$ cat src/scpt_pkg.sv
// Constants and types for the serial configuration port and gain-curve test logic
// Operation
// - Enable line low for whole transfer; data ignored while it is high.
// - Serial input sampled on each serial clock rising edge while enabled.
// - Shifted word committed to addressed register on every 24th rising edge.
// - Partial trailing frame at enable rise is discarded, no register written.
// - Back-to-back frames allowed; bit counter wraps after each 24th edge and clears while enable is high.
// - Frame is 8-bit address followed by 16-bit data.
// - With readback enabled, addressed register content is driven on serial output.
// - Readback enable stays writable in readback mode; clearing it restores writes.
// - Serial output driven only while readback enable is set.
// - Internal start bit makes device create start pulses in internal mode.
// - After curve completes, next internal start waits programmed ADC cycles.
// - Manual start gives one start pulse in ramp and internal modes.
// - Manual start in ramp mode also gives a gain return pulse.
// - Attenuator sweeps first, LNA second, unless order swap bit set.
// - Attenuator disable bit keeps attenuation block disabled.
// - Fixed attenuation bit holds attenuation at profile field value N.
// - Mode select bit picks continuous-wave, switching LNA and disabling filter.
// - ADC power-down bit powers converter down completely.
// - Exactly one of time-gain and continuous-wave modes is active.
// - After reset the path is in time-gain mode, mode select cleared.
package scpt_pkg;

    // ----------------------------------------------------------------
    // Frame layout
    // ----------------------------------------------------------------
    localparam int         FRAME_BITS = 24;
    localparam int         ADDR_BITS  = 8;
    localparam int         DATA_BITS  = 16;
    localparam logic [4:0] CNT_LAST   = 5'h17;
    localparam logic [4:0] CNT_ADDR   = 5'h07;
    localparam logic [4:0] CNT_DATA   = 5'h08;

    // ----------------------------------------------------------------
    // Register addresses, storage slots and fields
    // ----------------------------------------------------------------
    localparam logic [7:0] A_RDBK = 8'h00;
    localparam logic [7:0] A_PDN  = 8'h01;
    localparam logic [7:0] A_INT  = 8'hb5;
    localparam logic [7:0] A_ORD  = 8'hb6;
    localparam logic [7:0] A_WAIT = 8'hb7;
    localparam logic [7:0] A_PROF = 8'hb8;
    localparam logic [7:0] A_MODE = 8'hc0;
    localparam int         NSLOT  = 7;
    localparam logic [2:0] S_RDBK = 3'h0;
    localparam logic [2:0] S_PDN  = 3'h1;
    localparam logic [2:0] S_INT  = 3'h2;
    localparam logic [2:0] S_ORD  = 3'h3;
    localparam logic [2:0] S_WAIT = 3'h4;
    localparam logic [2:0] S_PROF = 3'h5;
    localparam logic [2:0] S_MODE = 3'h6;
    localparam int         B_RDBK_EN    = 1;
    localparam int         B_PDN        = 0;
    localparam int         B_INT_START  = 14;
    localparam int         B_MANUAL     = 13;
    localparam int         B_GMODE_LSB  = 0;
    localparam int         B_ORDER_SWAP = 6;
    localparam int         B_ATTEN_DIS  = 7;
    localparam int         B_FIX_EN     = 15;
    localparam int         B_ATTEN_N    = 0;
    localparam int         ATTEN_N_W    = 7;
    localparam int         B_CW_SEL     = 0;
    localparam logic [15:0] REG_RESET   = 16'h0000;

    // ----------------------------------------------------------------
    // Synchroniser lanes
    // ----------------------------------------------------------------
    localparam int SY_W     = 6;
    localparam int SY_SCLK  = 0;
    localparam int SY_SEN_N = 1;
    localparam int SY_SDI   = 2;
    localparam int SY_ADC   = 3;
    localparam int SY_START = 4;
    localparam int SY_RET   = 5;

    typedef enum logic [1:0] {
        GM_EXT  = 2'b00,
        GM_UPDN = 2'b01,
        GM_INT  = 2'b10
    } scpt_gmode_e;

    typedef enum logic [1:0] {
        ENG_IDLE  = 2'b00,
        ENG_SWEEP = 2'b01,
        ENG_WAIT  = 2'b10
    } scpt_eng_e;

endpackage

$ cat src/scpt_sync.sv
// Two-stage synchroniser with edge detection for asynchronous inputs
module scpt_sync #(
    parameter int W = 1
) (
    input  wire logic         ref_clk,
    input  wire logic         srst,
    input  wire logic [W-1:0] async_in,
    output logic      [W-1:0] sync_out,
    output logic      [W-1:0] rise,
    output logic      [W-1:0] fall
);
    typedef struct packed {
        logic [W-1:0] meta;
        logic [W-1:0] sync;
        logic [W-1:0] prev;
    } scpt_sync_s;

    scpt_sync_s st;
    scpt_sync_s next_st;

    // First stage feeds only the second stage
    always_comb
    begin
        next_st.meta = async_in;
        next_st.sync = st.meta;
        next_st.prev = st.sync;
    end

    always_ff @(posedge ref_clk)
    begin
        if (srst)
            st <= '0;
        else
            st <= next_st;
    end

    assign sync_out = st.sync;
    assign rise     = st.sync & ~st.prev;
    assign fall     = ~st.sync & st.prev;
endmodule

$ cat src/scpt_top.sv
// Serial configuration port with gain-curve test modes and mode selection
module scpt_top #(
    parameter logic [15:0] CURVE_LEN = 16'h0100
) (
    input  wire logic                           ref_clk,
    input  wire logic                           srst,
    input  wire logic                           serial_clk,
    input  wire logic                           serial_enable_n,
    input  wire logic                           serial_in,
    output logic                                serial_out,
    output logic                                serial_out_oe,
    input  wire logic                           adc_clk,
    input  wire logic                           gain_start_pin,
    input  wire logic                           gain_return_pin,
    output logic                                gain_start,
    output logic                                gain_return,
    output logic                                atten_sweep,
    output logic                                lna_sweep,
    output logic                                atten_enable,
    output logic                                atten_fixed,
    output logic [scpt_pkg::ATTEN_N_W-1:0]      atten_fixed_code,
    output logic                                cw_mode,
    output logic                                tgc_mode,
    output logic                                lna_cw_config,
    output logic                                lpf_disable,
    output logic                                adc_full_powerdown
);
    import scpt_pkg::*;

    // ----------------------------------------------------------------
    // State
    // ----------------------------------------------------------------
    typedef struct packed {
        logic [4:0]                  bit_cnt;
        logic [FRAME_BITS-2:0]       shift;
        logic [DATA_BITS-1:0]        rd_shift;
        logic                        sdo;
        logic                        sdo_oe;
        logic [NSLOT-1:0][15:0]      regs;
        logic                        manual;
        scpt_eng_e                   eng;
        logic [15:0]                 eng_cnt;
        logic                        start_p;
        logic                        return_p;
        logic                        atten_sw;
        logic                        lna_sw;
        logic                        atten_en;
        logic                        fixed;
        logic [ATTEN_N_W-1:0]        fixed_code;
        logic                        cw;
        logic                        tgc;
        logic                        pdn;
    } scpt_state_s;

    scpt_state_s st;
    scpt_state_s next_st;

    logic [SY_W-1:0] s_lvl;
    logic [SY_W-1:0] s_rise;
    logic [SY_W-1:0] s_fall;

    scpt_sync #(
        .W (SY_W)
    ) u_sync (
        .ref_clk  (ref_clk),
        .srst     (srst),
        .async_in ({gain_return_pin, gain_start_pin, adc_clk, serial_in, serial_enable_n, serial_clk}),
        .sync_out (s_lvl),
        .rise     (s_rise),
        .fall     (s_fall)
    );

    logic                  en_n;
    logic                  sclk_rise;
    logic                  sclk_fall;
    logic                  sdi;
    logic                  adc_tick;
    logic                  rd_en;
    logic [FRAME_BITS-1:0] word;
    logic [3:0]            wr_hit;
    logic [3:0]            rd_hit;
    logic                  wr_en;
    logic                  trig;
    logic                  int_p;
    logic                  first_half;
    scpt_gmode_e           gmode;

    assign en_n      = s_lvl[SY_SEN_N];
    assign sclk_rise = s_rise[SY_SCLK];
    assign sclk_fall = s_fall[SY_SCLK];
    assign sdi       = s_lvl[SY_SDI];
    assign adc_tick  = s_rise[SY_ADC];
    assign rd_en     = st.regs[S_RDBK][B_RDBK_EN];
    assign gmode     = scpt_gmode_e'(st.regs[S_INT][B_GMODE_LSB+1:B_GMODE_LSB]);

    // Address decode: bit 3 flags a mapped address, bits 2:0 give the slot
    function automatic logic [3:0] slot_of(input logic [7:0] a);
        logic [3:0] r;
        r = 4'h0;
        unique case (a)
            A_RDBK:  r = {1'b1, S_RDBK};
            A_PDN:   r = {1'b1, S_PDN};
            A_INT:   r = {1'b1, S_INT};
            A_ORD:   r = {1'b1, S_ORD};
            A_WAIT:  r = {1'b1, S_WAIT};
            A_PROF:  r = {1'b1, S_PROF};
            A_MODE:  r = {1'b1, S_MODE};
            default: r = 4'h0;
        endcase
        return r;
    endfunction

    // ----------------------------------------------------------------
    // Serial port
    // ----------------------------------------------------------------
    always_comb
    begin
        next_st = st;
        word    = {st.shift, sdi};
        wr_hit  = slot_of(word[FRAME_BITS-1 -: ADDR_BITS]);
        rd_hit  = slot_of({st.shift[ADDR_BITS-2:0], sdi});
        wr_en   = 1'b0;
        next_st.manual = 1'b0;
        if (en_n)
        begin
            next_st.bit_cnt = 5'h00;
        end
        else if (sclk_rise)
        begin
            next_st.shift = word[FRAME_BITS-2:0];
            if (st.bit_cnt == CNT_LAST)
            begin
                next_st.bit_cnt = 5'h00;
                // In readback mode only the readback enable stays writable
                wr_en = wr_hit[3] && (!rd_en || wr_hit[2:0] == S_RDBK);
            end
            else
            begin
                next_st.bit_cnt = st.bit_cnt + 5'h01;
            end
            if (st.bit_cnt == CNT_ADDR && rd_en)
                next_st.rd_shift = rd_hit[3] ? st.regs[rd_hit[2:0]] : 16'h0000;
        end
        // Bits leave on falling edges so they settle before the next rise
        if (!en_n && sclk_fall && rd_en && st.bit_cnt >= CNT_DATA)
        begin
            next_st.sdo      = st.rd_shift[DATA_BITS-1];
            next_st.rd_shift = {st.rd_shift[DATA_BITS-2:0], 1'b0};
        end
        if (wr_en)
        begin
            next_st.regs[wr_hit[2:0]] = word[DATA_BITS-1:0];
            if (wr_hit[2:0] == S_INT)
            begin
                // Manual start is self-clearing and reads back as zero
                next_st.regs[S_INT][B_MANUAL] = 1'b0;
                next_st.manual = word[B_MANUAL];
            end
        end
        next_st.sdo_oe = rd_en;

        // ------------------------------------------------------------
        // Gain-curve engine, counted in ADC clock cycles
        // ------------------------------------------------------------
        int_p = 1'b0;
        // An idle engine starts at once; a finished curve waits the programmed ticks
        if (gmode == GM_INT && st.regs[S_INT][B_INT_START]
            && (st.eng == ENG_IDLE || (st.eng == ENG_WAIT && st.eng_cnt >= st.regs[S_WAIT])))
            int_p = 1'b1;
        trig = s_rise[SY_START] || int_p
            || (st.manual && (gmode == GM_UPDN || gmode == GM_INT));
        unique case (st.eng)
            ENG_IDLE:
            begin
                if (trig)
                begin
                    next_st.eng     = ENG_SWEEP;
                    next_st.eng_cnt = 16'h0000;
                end
            end
            ENG_SWEEP:
            begin
                if (adc_tick)
                begin
                    if (st.eng_cnt == CURVE_LEN - 16'h0001)
                    begin
                        next_st.eng     = ENG_WAIT;
                        next_st.eng_cnt = 16'h0000;
                    end
                    else
                    begin
                        next_st.eng_cnt = st.eng_cnt + 16'h0001;
                    end
                end
            end
            ENG_WAIT:
            begin
                if (trig)
                begin
                    next_st.eng     = ENG_SWEEP;
                    next_st.eng_cnt = 16'h0000;
                end
                else if (adc_tick && st.eng_cnt != 16'hffff)
                begin
                    next_st.eng_cnt = st.eng_cnt + 16'h0001;
                end
            end
            default:
            begin
                next_st.eng     = ENG_IDLE;
                next_st.eng_cnt = 16'h0000;
            end
        endcase
        next_st.start_p  = trig;
        next_st.return_p = s_rise[SY_RET] || (st.manual && gmode == GM_UPDN);

        // Stage order: attenuator first unless swapped
        first_half = st.eng_cnt < {1'b0, CURVE_LEN[15:1]};
        next_st.atten_sw = st.tgc && st.eng == ENG_SWEEP && st.atten_en && !st.fixed
            && (first_half != st.regs[S_ORD][B_ORDER_SWAP]);
        next_st.lna_sw   = st.tgc && st.eng == ENG_SWEEP
            && (first_half == st.regs[S_ORD][B_ORDER_SWAP]);
        next_st.atten_en   = !st.regs[S_ORD][B_ATTEN_DIS];
        next_st.fixed      = st.regs[S_PROF][B_FIX_EN];
        next_st.fixed_code = st.regs[S_PROF][B_ATTEN_N +: ATTEN_N_W];
        next_st.cw  = st.regs[S_MODE][B_CW_SEL];
        next_st.tgc = !st.regs[S_MODE][B_CW_SEL];
        next_st.pdn = st.regs[S_PDN][B_PDN];
    end

    always_ff @(posedge ref_clk)
    begin
        if (srst)
        begin
            st          <= '0;
            st.regs     <= {NSLOT{REG_RESET}};
            st.eng      <= ENG_IDLE;
            st.atten_en <= 1'b1;
            st.tgc      <= 1'b1;
        end
        else
        begin
            st <= next_st;
        end
    end

    // ----------------------------------------------------------------
    // Outputs
    // ----------------------------------------------------------------
    assign serial_out         = st.sdo;
    assign serial_out_oe      = st.sdo_oe;
    assign gain_start         = st.start_p;
    assign gain_return        = st.return_p;
    assign atten_sweep        = st.atten_sw;
    assign lna_sweep          = st.lna_sw;
    assign atten_enable       = st.atten_en;
    assign atten_fixed        = st.fixed;
    assign atten_fixed_code   = st.fixed_code;
    assign cw_mode            = st.cw;
    assign tgc_mode           = st.tgc;
    assign lna_cw_config      = st.cw;
    assign lpf_disable        = st.cw;
    assign adc_full_powerdown = st.pdn;
endmodule

$ cat config.mk
export PLATFORM = sky130hd
export DESIGN_NAME = scpt_top
export DESIGN_NICKNAME = d
export VERILOG_FILES = /design/src/scpt_pkg.sv /design/src/scpt_sync.sv /design/src/scpt_top.sv
export SDC_FILE = /design/constraint.sdc
export NUM_CORES = 1
export LEC_CHECK = 0
export BUFFER_PORTS_ARGS = -buffer_cell sky130_fd_sc_hd__buf_4
export CORE_MARGIN = 2
export CORE_UTILIZATION = 55
export CTS_CLUSTER_DIAMETER = 150
export CTS_CLUSTER_SIZE = 10
export DETAILED_ROUTE_END_ITERATION = 8
export GPL_TIMING_DRIVEN = 0
export PLACE_DENSITY = 0.72
export SYNTH_ARGS = -nofsm -noshare
export SYNTH_HDL_FRONTEND = slang
export SYNTH_HIERARCHICAL = 1
export SYNTH_SLANG_ARGS = --single-unit
$ cat constraint.sdc
create_clock -name ref_clk -period 8.2 [get_ports ref_clk]
set_input_delay 0.41 -clock ref_clk [delete_from_list [all_inputs] [get_ports ref_clk]]
set_output_delay 0.41 -clock ref_clk [all_outputs]
set_load 0.01 [all_outputs]
# Word level (Yosys, flattened, before mapping)
# Index checks and enable logic that the tools add are counted.
# W data, S select, Z words.
# totals
reg_bits	211
out_inout_bits	20
# classes
addsub	2
muxes	26
n_reduce_logical	42
n_bitwise	7
eq_ne	29
n_lt_le_gt_ge	6
# ops
operator	count
$mux W16	9
$bwmux W112	1
$eq A8 B8 Y1 const B	10
$pmux W4 S7	2
$pmux W18 S3	1
$bmux W16 S3	1
$demux W16 S3	1
$mux W18	2
$logic_and A1 B1 Y1	17
$mux W17	1
$add A16 B1 Y16 const B	1
$eq A16 B8 Y1 const B	1
$eq A8 B1 Y1 const B	2
$ge A16 B16 Y1	1
$logic_not A8 Y1	2
$lt A16 B8 Y1 const B	1
$ne A16 B16 Y1 const B	1
$ne A2 B2 Y1 const B	5
$reduce_and A3 Y1	3
$lt A3 B4 Y1 const B	2
$and A6 B6 Y6	1
$logic_or A1 B1 Y1	6
$not A6 Y6	1
$add A5 B1 Y5 const B	1
other kinds (23)	39

# Longest topological paths before layout
# Gate-level depths: netlist of run 1.
# depth
word_depth	10
depth_mapped	11
depth_no_buf	9

# By module
# The synthesis of run 1 kept the hierarchy.
# modules_own_cells
module	area_per_inst_um2	cells_per_inst	instances
scpt_top	9210.1	1050	1
scpt_sync	609.3	55	1

# Worst setup path before layout of run 1
# Ideal clock, no wire load.
# synth_timing
path_kind	reg2reg
from	register st[29] (netlist bit)
to	register st[21] (netlist bit)
arrival_time_ns	2.529
required_time_ns	8.113
path_buffers	1
slack_ns	5.584
path_stages_with_launch	10
path_cell_list	dfxtp_1 > ha_1 > a211o_1 > a2111oi_2 > o211a_1 > and4_1 > o32ai_4 > buf_6 > or4_1 > o31ai_1
# synth_via
elab_chain_len	9
word_cells_on_any_way	17
# synth_rtl
item	line_no	text
start: declaration	scpt_top.sv:55	scpt_state_s st;
start signal: assignment	scpt_top.sv:243	st <= next_st;
$ge A16 B16 Y1	scpt_top.sv:168	&& (st.eng == ENG_IDLE || (st.eng == ENG_WAIT && st.eng_cnt >= st.regs[S_WAIT])))
$logic_and A1 B1 Y1	scpt_top.sv:168	
$logic_or A1 B1 Y1	scpt_top.sv:168	
$logic_and A1 B1 Y1	scpt_top.sv:168	
$mux W1	scpt_top.sv:167	if (gmode == GM_INT && st.regs[S_INT][B_INT_START]
$logic_or A1 B1 Y1	scpt_top.sv:170	trig = s_rise[SY_START] || int_p
$logic_or A1 B1 Y1	scpt_top.sv:171	|| (st.manual && (gmode == GM_UPDN || gmode == GM_INT));
$ne A3 B2 Y1 (no source line), or another cell as far along	n/a	
$reduce_and A3 Y1 (no source line) or $pmux W18 S3 (tied branches)	n/a	
# Several ways; a longest one is shown, not always the timed one. The select of a mux whose other input is x is not followed.
# A chain may end at the register's enable or synchronous reset.

# Final worst setup path of run 1
# layout_timing
from	register st[171] (netlist bit)
to	register st[152] (netlist bit)
# layout_via
elab_chain_len	9
word_cells_on_any_way	15
# layout_rtl
item	line_no	text
$eq A8 B8 Y1, or another cell as far along	scpt_top.sv:100	unique case (a)
$pmux W4 S7 (*)	scpt_top.sv:100	
$bmux W16 S3	scpt_top.sv:142	next_st.rd_shift = rd_hit[3] ? st.regs[rd_hit[2:0]] : 16'h0000;
$mux W16 (implied by the code)	scpt_top.sv:142	
$mux W16 (*)	scpt_top.sv:142	
$mux W16 (*)	scpt_top.sv:141	if (st.bit_cnt == CNT_ADDR && rd_en)
$mux W16 (*)	scpt_top.sv:128	else if (sclk_rise)
$mux W16 (*)	scpt_top.sv:124	if (en_n)
$mux W17 (*)	scpt_top.sv:145	if (!en_n && sclk_fall && rd_en && st.bit_cnt >= CNT_DATA)
# Mark *: on every way between the ends. The rest lies on a longest branch, timed or not. The select of a mux whose other input is x is not followed.

==> reports/results.ini, run 1 <==
[global_route]
grt_max_degree=12
antenna_found_initial=0
grt_pass1_wl_mm=42.0
grt_pass1_vias=7597
grt.overflow.total=0
grt.total_usage_pct=29.2

[sta]
worstMarginPinSlew_ps=1190
rsz0062_at_grt=false
hold_slack_ps=114
timing.fmax_mhz=306
max_slew_margin_pct=19.6
finalClockSkew_ps=9.45
fin_crit_ps=3270
final_max_slew_viol_count=0
finalSetupViolCount=0
hold_viol=0
tns_ps=0
fin_crit_sh_pct=39.9

[die]
start_util_pct=56.2
core_area_um2=17200
dieArea_um2=18700
die_x_um=137
rows=48
io_pins=28
die_y_um=137

[routing]
drtAntennaViolNets=0
drcViolationCount=0
via_per_inst=6.02
wl_per_cell_um=19.6
vias=8237
totalWireLength_mm=26.8
drt_iter0_drc=873
first_pass_iters=7

[layout]
finalNonFillerCells=1368
final_common_cell=dfxtp_1
mostFrequentLayoutCells=dfxtp_1, nand2_1, nor2_1
drive_above_1_share_pct=10.4
num-nets-final=1172
syn2layout_area_growth_pct=11.5
diodes=0

[pwr]
p_total_mw=2.00
peakVddDrop_v=0.000138
p_per_area_nw_per_um2=185
p_leak_nw=4.50

[setup_path]
crit_fanout=10
arrival_ps=3620
critical_path_class=reg2reg
r2r-start=st[171]
cp.required_ps=8550
end_kind=flop
critPathLaunchType=flop
startpoint=st[171]

[logic_synthesis]
synthesis.nets=1119
synthCells=1090
yosys_warnings=6
syn_area_um2=9690
syn_area_per_cell_um2=8.89

[place]
port_buffers=27
placed_cells=1342
dpl.hpwl_mm=18.6
gp_congestion=0.946

[cts]
cts_inserted_buffers=24
clk_pin_slew_ps=60
cts_root_buffer=clkbuf_16
ctsHtreeMaxLevel=1
postCtsHoldBufs=0
cts_tree=built
ctsResizeCount=0
cts.sinks=209
clock_latency_ps=510
cts_setup_buffers=0
clock_path_buffers=3

[flow_run]
drv_cap=0

[worst_hold_path]
hold_class=in2reg
min-delay-start=gain_start_pin

[status]
status=completed

==> per-layer routing <==
metal	vias up	GRT usage, %	wire length (um)
met5	-	0	0
met4	0	11.6	1080
met3	69	6.30	2270
met2	330	44.8	12000
met1	3932	40.0	11500
li1	3906	-	-
==> worst paths after layout <==
path	slack, ps	depth (start not counted)	endpoint
setup / recovery	4930	11	st[152]
hold / removal	110	2	u_sync/next_st[10]
setup reg to reg	4930	11	st[152]
hold reg to reg	430	1	u_sync/sync_out[5]
==> layout make-up <==
type	count	area [um^2]
Fill cell	1489	6430
Clock buffer	26	629
Tap cell	225	282
Multi-Input combinational cell	755	4930
Timing Repair Buffer	27	203
Inverter	33	124
Buffer	93	454
Sequential cell	209	4180
==> per-stage QoR <==
stage               utilization (%)  setup slack (ps)  area [um^2]
floorplan                         -              5580         9690
global placement               59.0              5170        10200
detailed placement             59.0              5120        10200
CTS                            62.7              5090        10800
global route                   62.7              4850        10800
finish                         62.7              4930        10800
==> state kept, by name (all words and copies together), names as in the netlist, 2 cells and up <==
register          flops
atten_fixed_code      7
gmode                 2
next_st              11
st                  162
u_sync/next_st        6
u_sync/st             4
u_sync/sync_out       6
==> critical path, stage by stage (launching register included) <==
cell and delay (ps):
dfxtp_1 320, buf_2 230, nor3_1 310, nand3_1 450, o22a_1 370, buf_2 190
buf_6 190, buf_6 180, mux2i_1 410, o21ai_1 100, a211oi_1 270, a311oi_1 90
==> where the power goes <==
| group | total [mW] | internal [mW] | switching, mW |
|---|---|---|---|
| Sequential | 1.02 | 1.02 | 0.00149 |
| Combinational | 0.0612 | 0.0183 | 0.0429 |
| Clock | 0.917 | 0.533 | 0.384 |
Power figures use the tool's default switching activity.
==> run 2, diff against run 1 <==
--- a/config.mk
+++ b/config.mk
@@ -5,6 +5,7 @@
 export SDC_FILE = /design/constraint.sdc
 export NUM_CORES = 1
 export LEC_CHECK = 0
+export ABC_AREA = 1
 export BUFFER_PORTS_ARGS = -buffer_cell sky130_fd_sc_hd__buf_4
 export CORE_MARGIN = 2
 export CORE_UTILIZATION = 55
@@ -12,7 +13,7 @@
 export CTS_CLUSTER_SIZE = 10
 export DETAILED_ROUTE_END_ITERATION = 8
 export GPL_TIMING_DRIVEN = 0
-export PLACE_DENSITY = 0.72
+export PLACE_DENSITY = 0.74
 export SYNTH_ARGS = -nofsm -noshare
 export SYNTH_HDL_FRONTEND = slang
 export SYNTH_HIERARCHICAL = 1
==> constraint.sdc (replaced) <==
create_clock -name ref_clk -period 2.7 [get_ports ref_clk]
set_input_delay 0.135 -clock ref_clk [delete_from_list [all_inputs] [get_ports ref_clk]]
set_output_delay 0.135 -clock ref_clk [all_outputs]
set_load 0.01 [all_outputs]
==> reports/results.ini, run 2 <==
[logic_synthesis]
syn_area_um2=10200  ; +4.9%
synthesis.nets=1558  ; +39%
synthCells=1529  ; +40%
yosys_warnings=6  ; unchanged
syn_area_per_cell_um2=6.65  ; -25%

[sta]
worstMarginPinSlew_ps=1240  ; +49.8 ps
fin_crit_ps=2580  ; -689 ps
finalClockSkew_ps=17.6  ; +8.17 ps
rsz0062_at_grt=false
hold_viol=0  ; unchanged
max_slew_margin_pct=16.5  ; -3.1 points
finalSetupViolCount=0  ; unchanged
hold_slack_ps=372  ; +258 ps
final_max_slew_viol_count=0  ; unchanged
timing.fmax_mhz=387  ; +27%
setup_ws_ps=119  ; -4810 ps
fin_crit_sh_pct=95.6  ; +56 points

[layout]
mostFrequentLayoutCells=nand2_1, nor2_1, dfxtp_1
regMostFlops=st
fin_area_um2=11400  ; +5.9%
syn2layout_area_growth_pct=12.6
multi_input_area_um2=4770  ; -3.3%
n_fill_cell=1692  ; +14%
num-nets-final=1622  ; +38%
drive_above_1_share_pct=9.35  ; -1.1 points
diodes=0  ; unchanged
largest_register_ffs=162  ; unchanged
area.sequential_um2=4190  ; about the same
final_common_cell=nand2_1

[global_route]
antenna_found_initial=0  ; unchanged
grt_pass1_vias=9047  ; +19%
grt_max_degree=13  ; +1
grt.total_usage_pct=31.2  ; +2.1 points
grt.overflow.total=0  ; unchanged
grt_pass1_wl_mm=48.3  ; +15%

[cts]
ctsHtreeMaxLevel=1  ; unchanged
cts_tree=built
cts.sinks=209  ; unchanged
clock_path_buffers=3  ; unchanged
cts_root_buffer=clkbuf_16
clock_latency_ps=520  ; about the same
cts_inserted_buffers=24  ; unchanged
clk_pin_slew_ps=60  ; about the same

[setup_path]
end_kind=flop
crit_cells=16  ; +5
crit_chain=buf_2 > inv_2 > nand4_1 > nor2_2 > nand3_1 > nand2_2 > inv_2 > nand2_1 > buf_4 > buf_4 > nand2_1 > o211ai_1 > nand3_1 > nand2_1 > nand2_1 > a21oi_1
worst_r2r_path_depth=16  ; +5
path_buf_inv=5  ; +1
r2r-start=st[170]
critPathTopFamily=simple AND/OR/NAND/NOR gates
rr_endpoint=st[158]
crit_fanout=10  ; unchanged
cp_slowest_stage_delay_ps=290  ; -160 ps
critical_path_class=reg2reg
worst_path_max_delay_cell=dfxtp_1
reg2reg_slack_ps=120  ; -4810 ps
cp_common_cell=nand2_1
critPathLaunchType=flop
arrival_ps=3020  ; -600 ps
cp.required_ps=3140  ; -5410 ps

[die]
die_x_um=140  ; +2.3%
die_y_um=140  ; +2.3%
dieArea_um2=19600  ; +4.7%
rows=49  ; +2.1%
start_util_pct=56.4  ; +0.17 points
io_pins=28  ; unchanged
core_area_um2=18000  ; +4.6%

[pwr]
switching_power_mw=2.22  ; +420%
pwr-share-comb_pct=17.9  ; +15 points
p_per_area_nw_per_um2=652  ; +250%
p_clk_share_pct=37.1  ; -8.8 points
pwr-share-seq_pct=45.0  ; -6.1 points
p_int_mw=5.24  ; +230%
p_leak_nw=5.53  ; +23%
sw_frac_of_total_pct=29.8  ; +8.3 points
peakVddDrop_v=0.000575  ; +320%

[worst_hold_path]
whs_path_depth=4  ; +2
min-delay-start=serial_enable_n
holdPathEnd=u_sync/next_st[7]
hold_class=in2reg

[place]
port_buffers=26  ; -3.7%
dp_slack_ps=-143  ; -5260 ps
dpl.hpwl_mm=22.2  ; +19%
placed_cell_area_um2=10600  ; +4.6%
gp_congestion=0.984  ; +4.0%

[status]
status=completed

[routing]
first_pass_iters=6  ; -1
drtAntennaViolNets=0  ; unchanged
wl_per_cell_um=17.1  ; -13%
totalWireLength_mm=31.1  ; +16%
drcViolationCount=0  ; unchanged
vias=10008  ; +22%
via_per_inst=5.49  ; -8.8%
drt_iter0_drc=1179  ; +35%

[flow_run]
drv_cap=0  ; unchanged

[run 2: changes by cell type in the layout (fill, tap and decap cells not counted), moves of 28 or more]
cell	change
mux2i_1	-98
nor2b_1	-31
nor3_1	+28
nand2_1	+164
o21ai_0	+102
nor2_1	+173
nand3_1	+32
inv_1	+164
[run 2: worst reg2reg max path: cells and delay by family (launching register included)]
| kind | cells | cell delay, ps |
|---|---|---|
| buffers and inverters | 5 | 820 |
| flip-flops | 1 | 290 |
| AO/OA/AOI/OAI | 2 | 270 |
| AND/OR/NAND/NOR | 9 | 1140 |
[run 2: area by class of cell]
type,instances,share of cell area (%)
buffer,92,4.14
clock buffer,25,5.28
clock inverter,1,0.142
inverter,214,7.05
multi-input combinational,1014,41.7
sequential,209,36.6
tap,229,2.50
timing repair buffer,37,2.62
timing repair inverter,1,0.0437
[run 2: per-layer routing]
metal / GRT usage, % / up-vias / wire, um
met5: 0 / - / 0
met4: 12.7 / 0 / 1380
met3: 3.93 / 95 / 2870
met2: 48.9 / 486 / 13600
met1: 44.0 / 4517 / 13300
li1: - / 4910 / -
[run 2: worst max-delay path by stage]
stage                            start       to  slack, ps
global route                   st[170]  st[160]          7
global placement               st[167]  st[156]       -140
detailed placement             st[167]  st[158]       -140
floorplan           u_sync/sync_out[0]  st[106]        550
CTS                            st[171]  st[161]         10
finish                         st[170]  st[158]        120
[run 2: power by group through the flow]
stage	clock (mW)	sequential, mW	combinational [mW]
after global placement	0	3.42	1.25
after global routing	2.90	3.37	1.54
final	2.77	3.36	1.33
after floorplan	0	3.38	0.985
after detailed placement	0	3.42	1.27
after CTS	2.79	3.36	1.29
[run 2: repair_timing]
action / CTS / global route
pin swaps: 0 / 1
endpoints found under the hold margin: 16 / 0
gates cloned: 0 / 1
gates resized for setup: 5 / 24
hold buffers: 9 / 0
buffers inserted: 0 / 2
setup endpoints to repair: 20 / 86
[run 2: through the flow]
step	util, %	TNS (ps)	power [mW]	std cells
finish	63.5	0	7.47	1822
global route	63.5	0	7.82	1822
CTS	63.1	0	7.43	1819
detailed placement	59.1	-1160	4.70	1784
global placement	59.1	-1040	4.67	1784
floorplan	-	0	4.36	1529
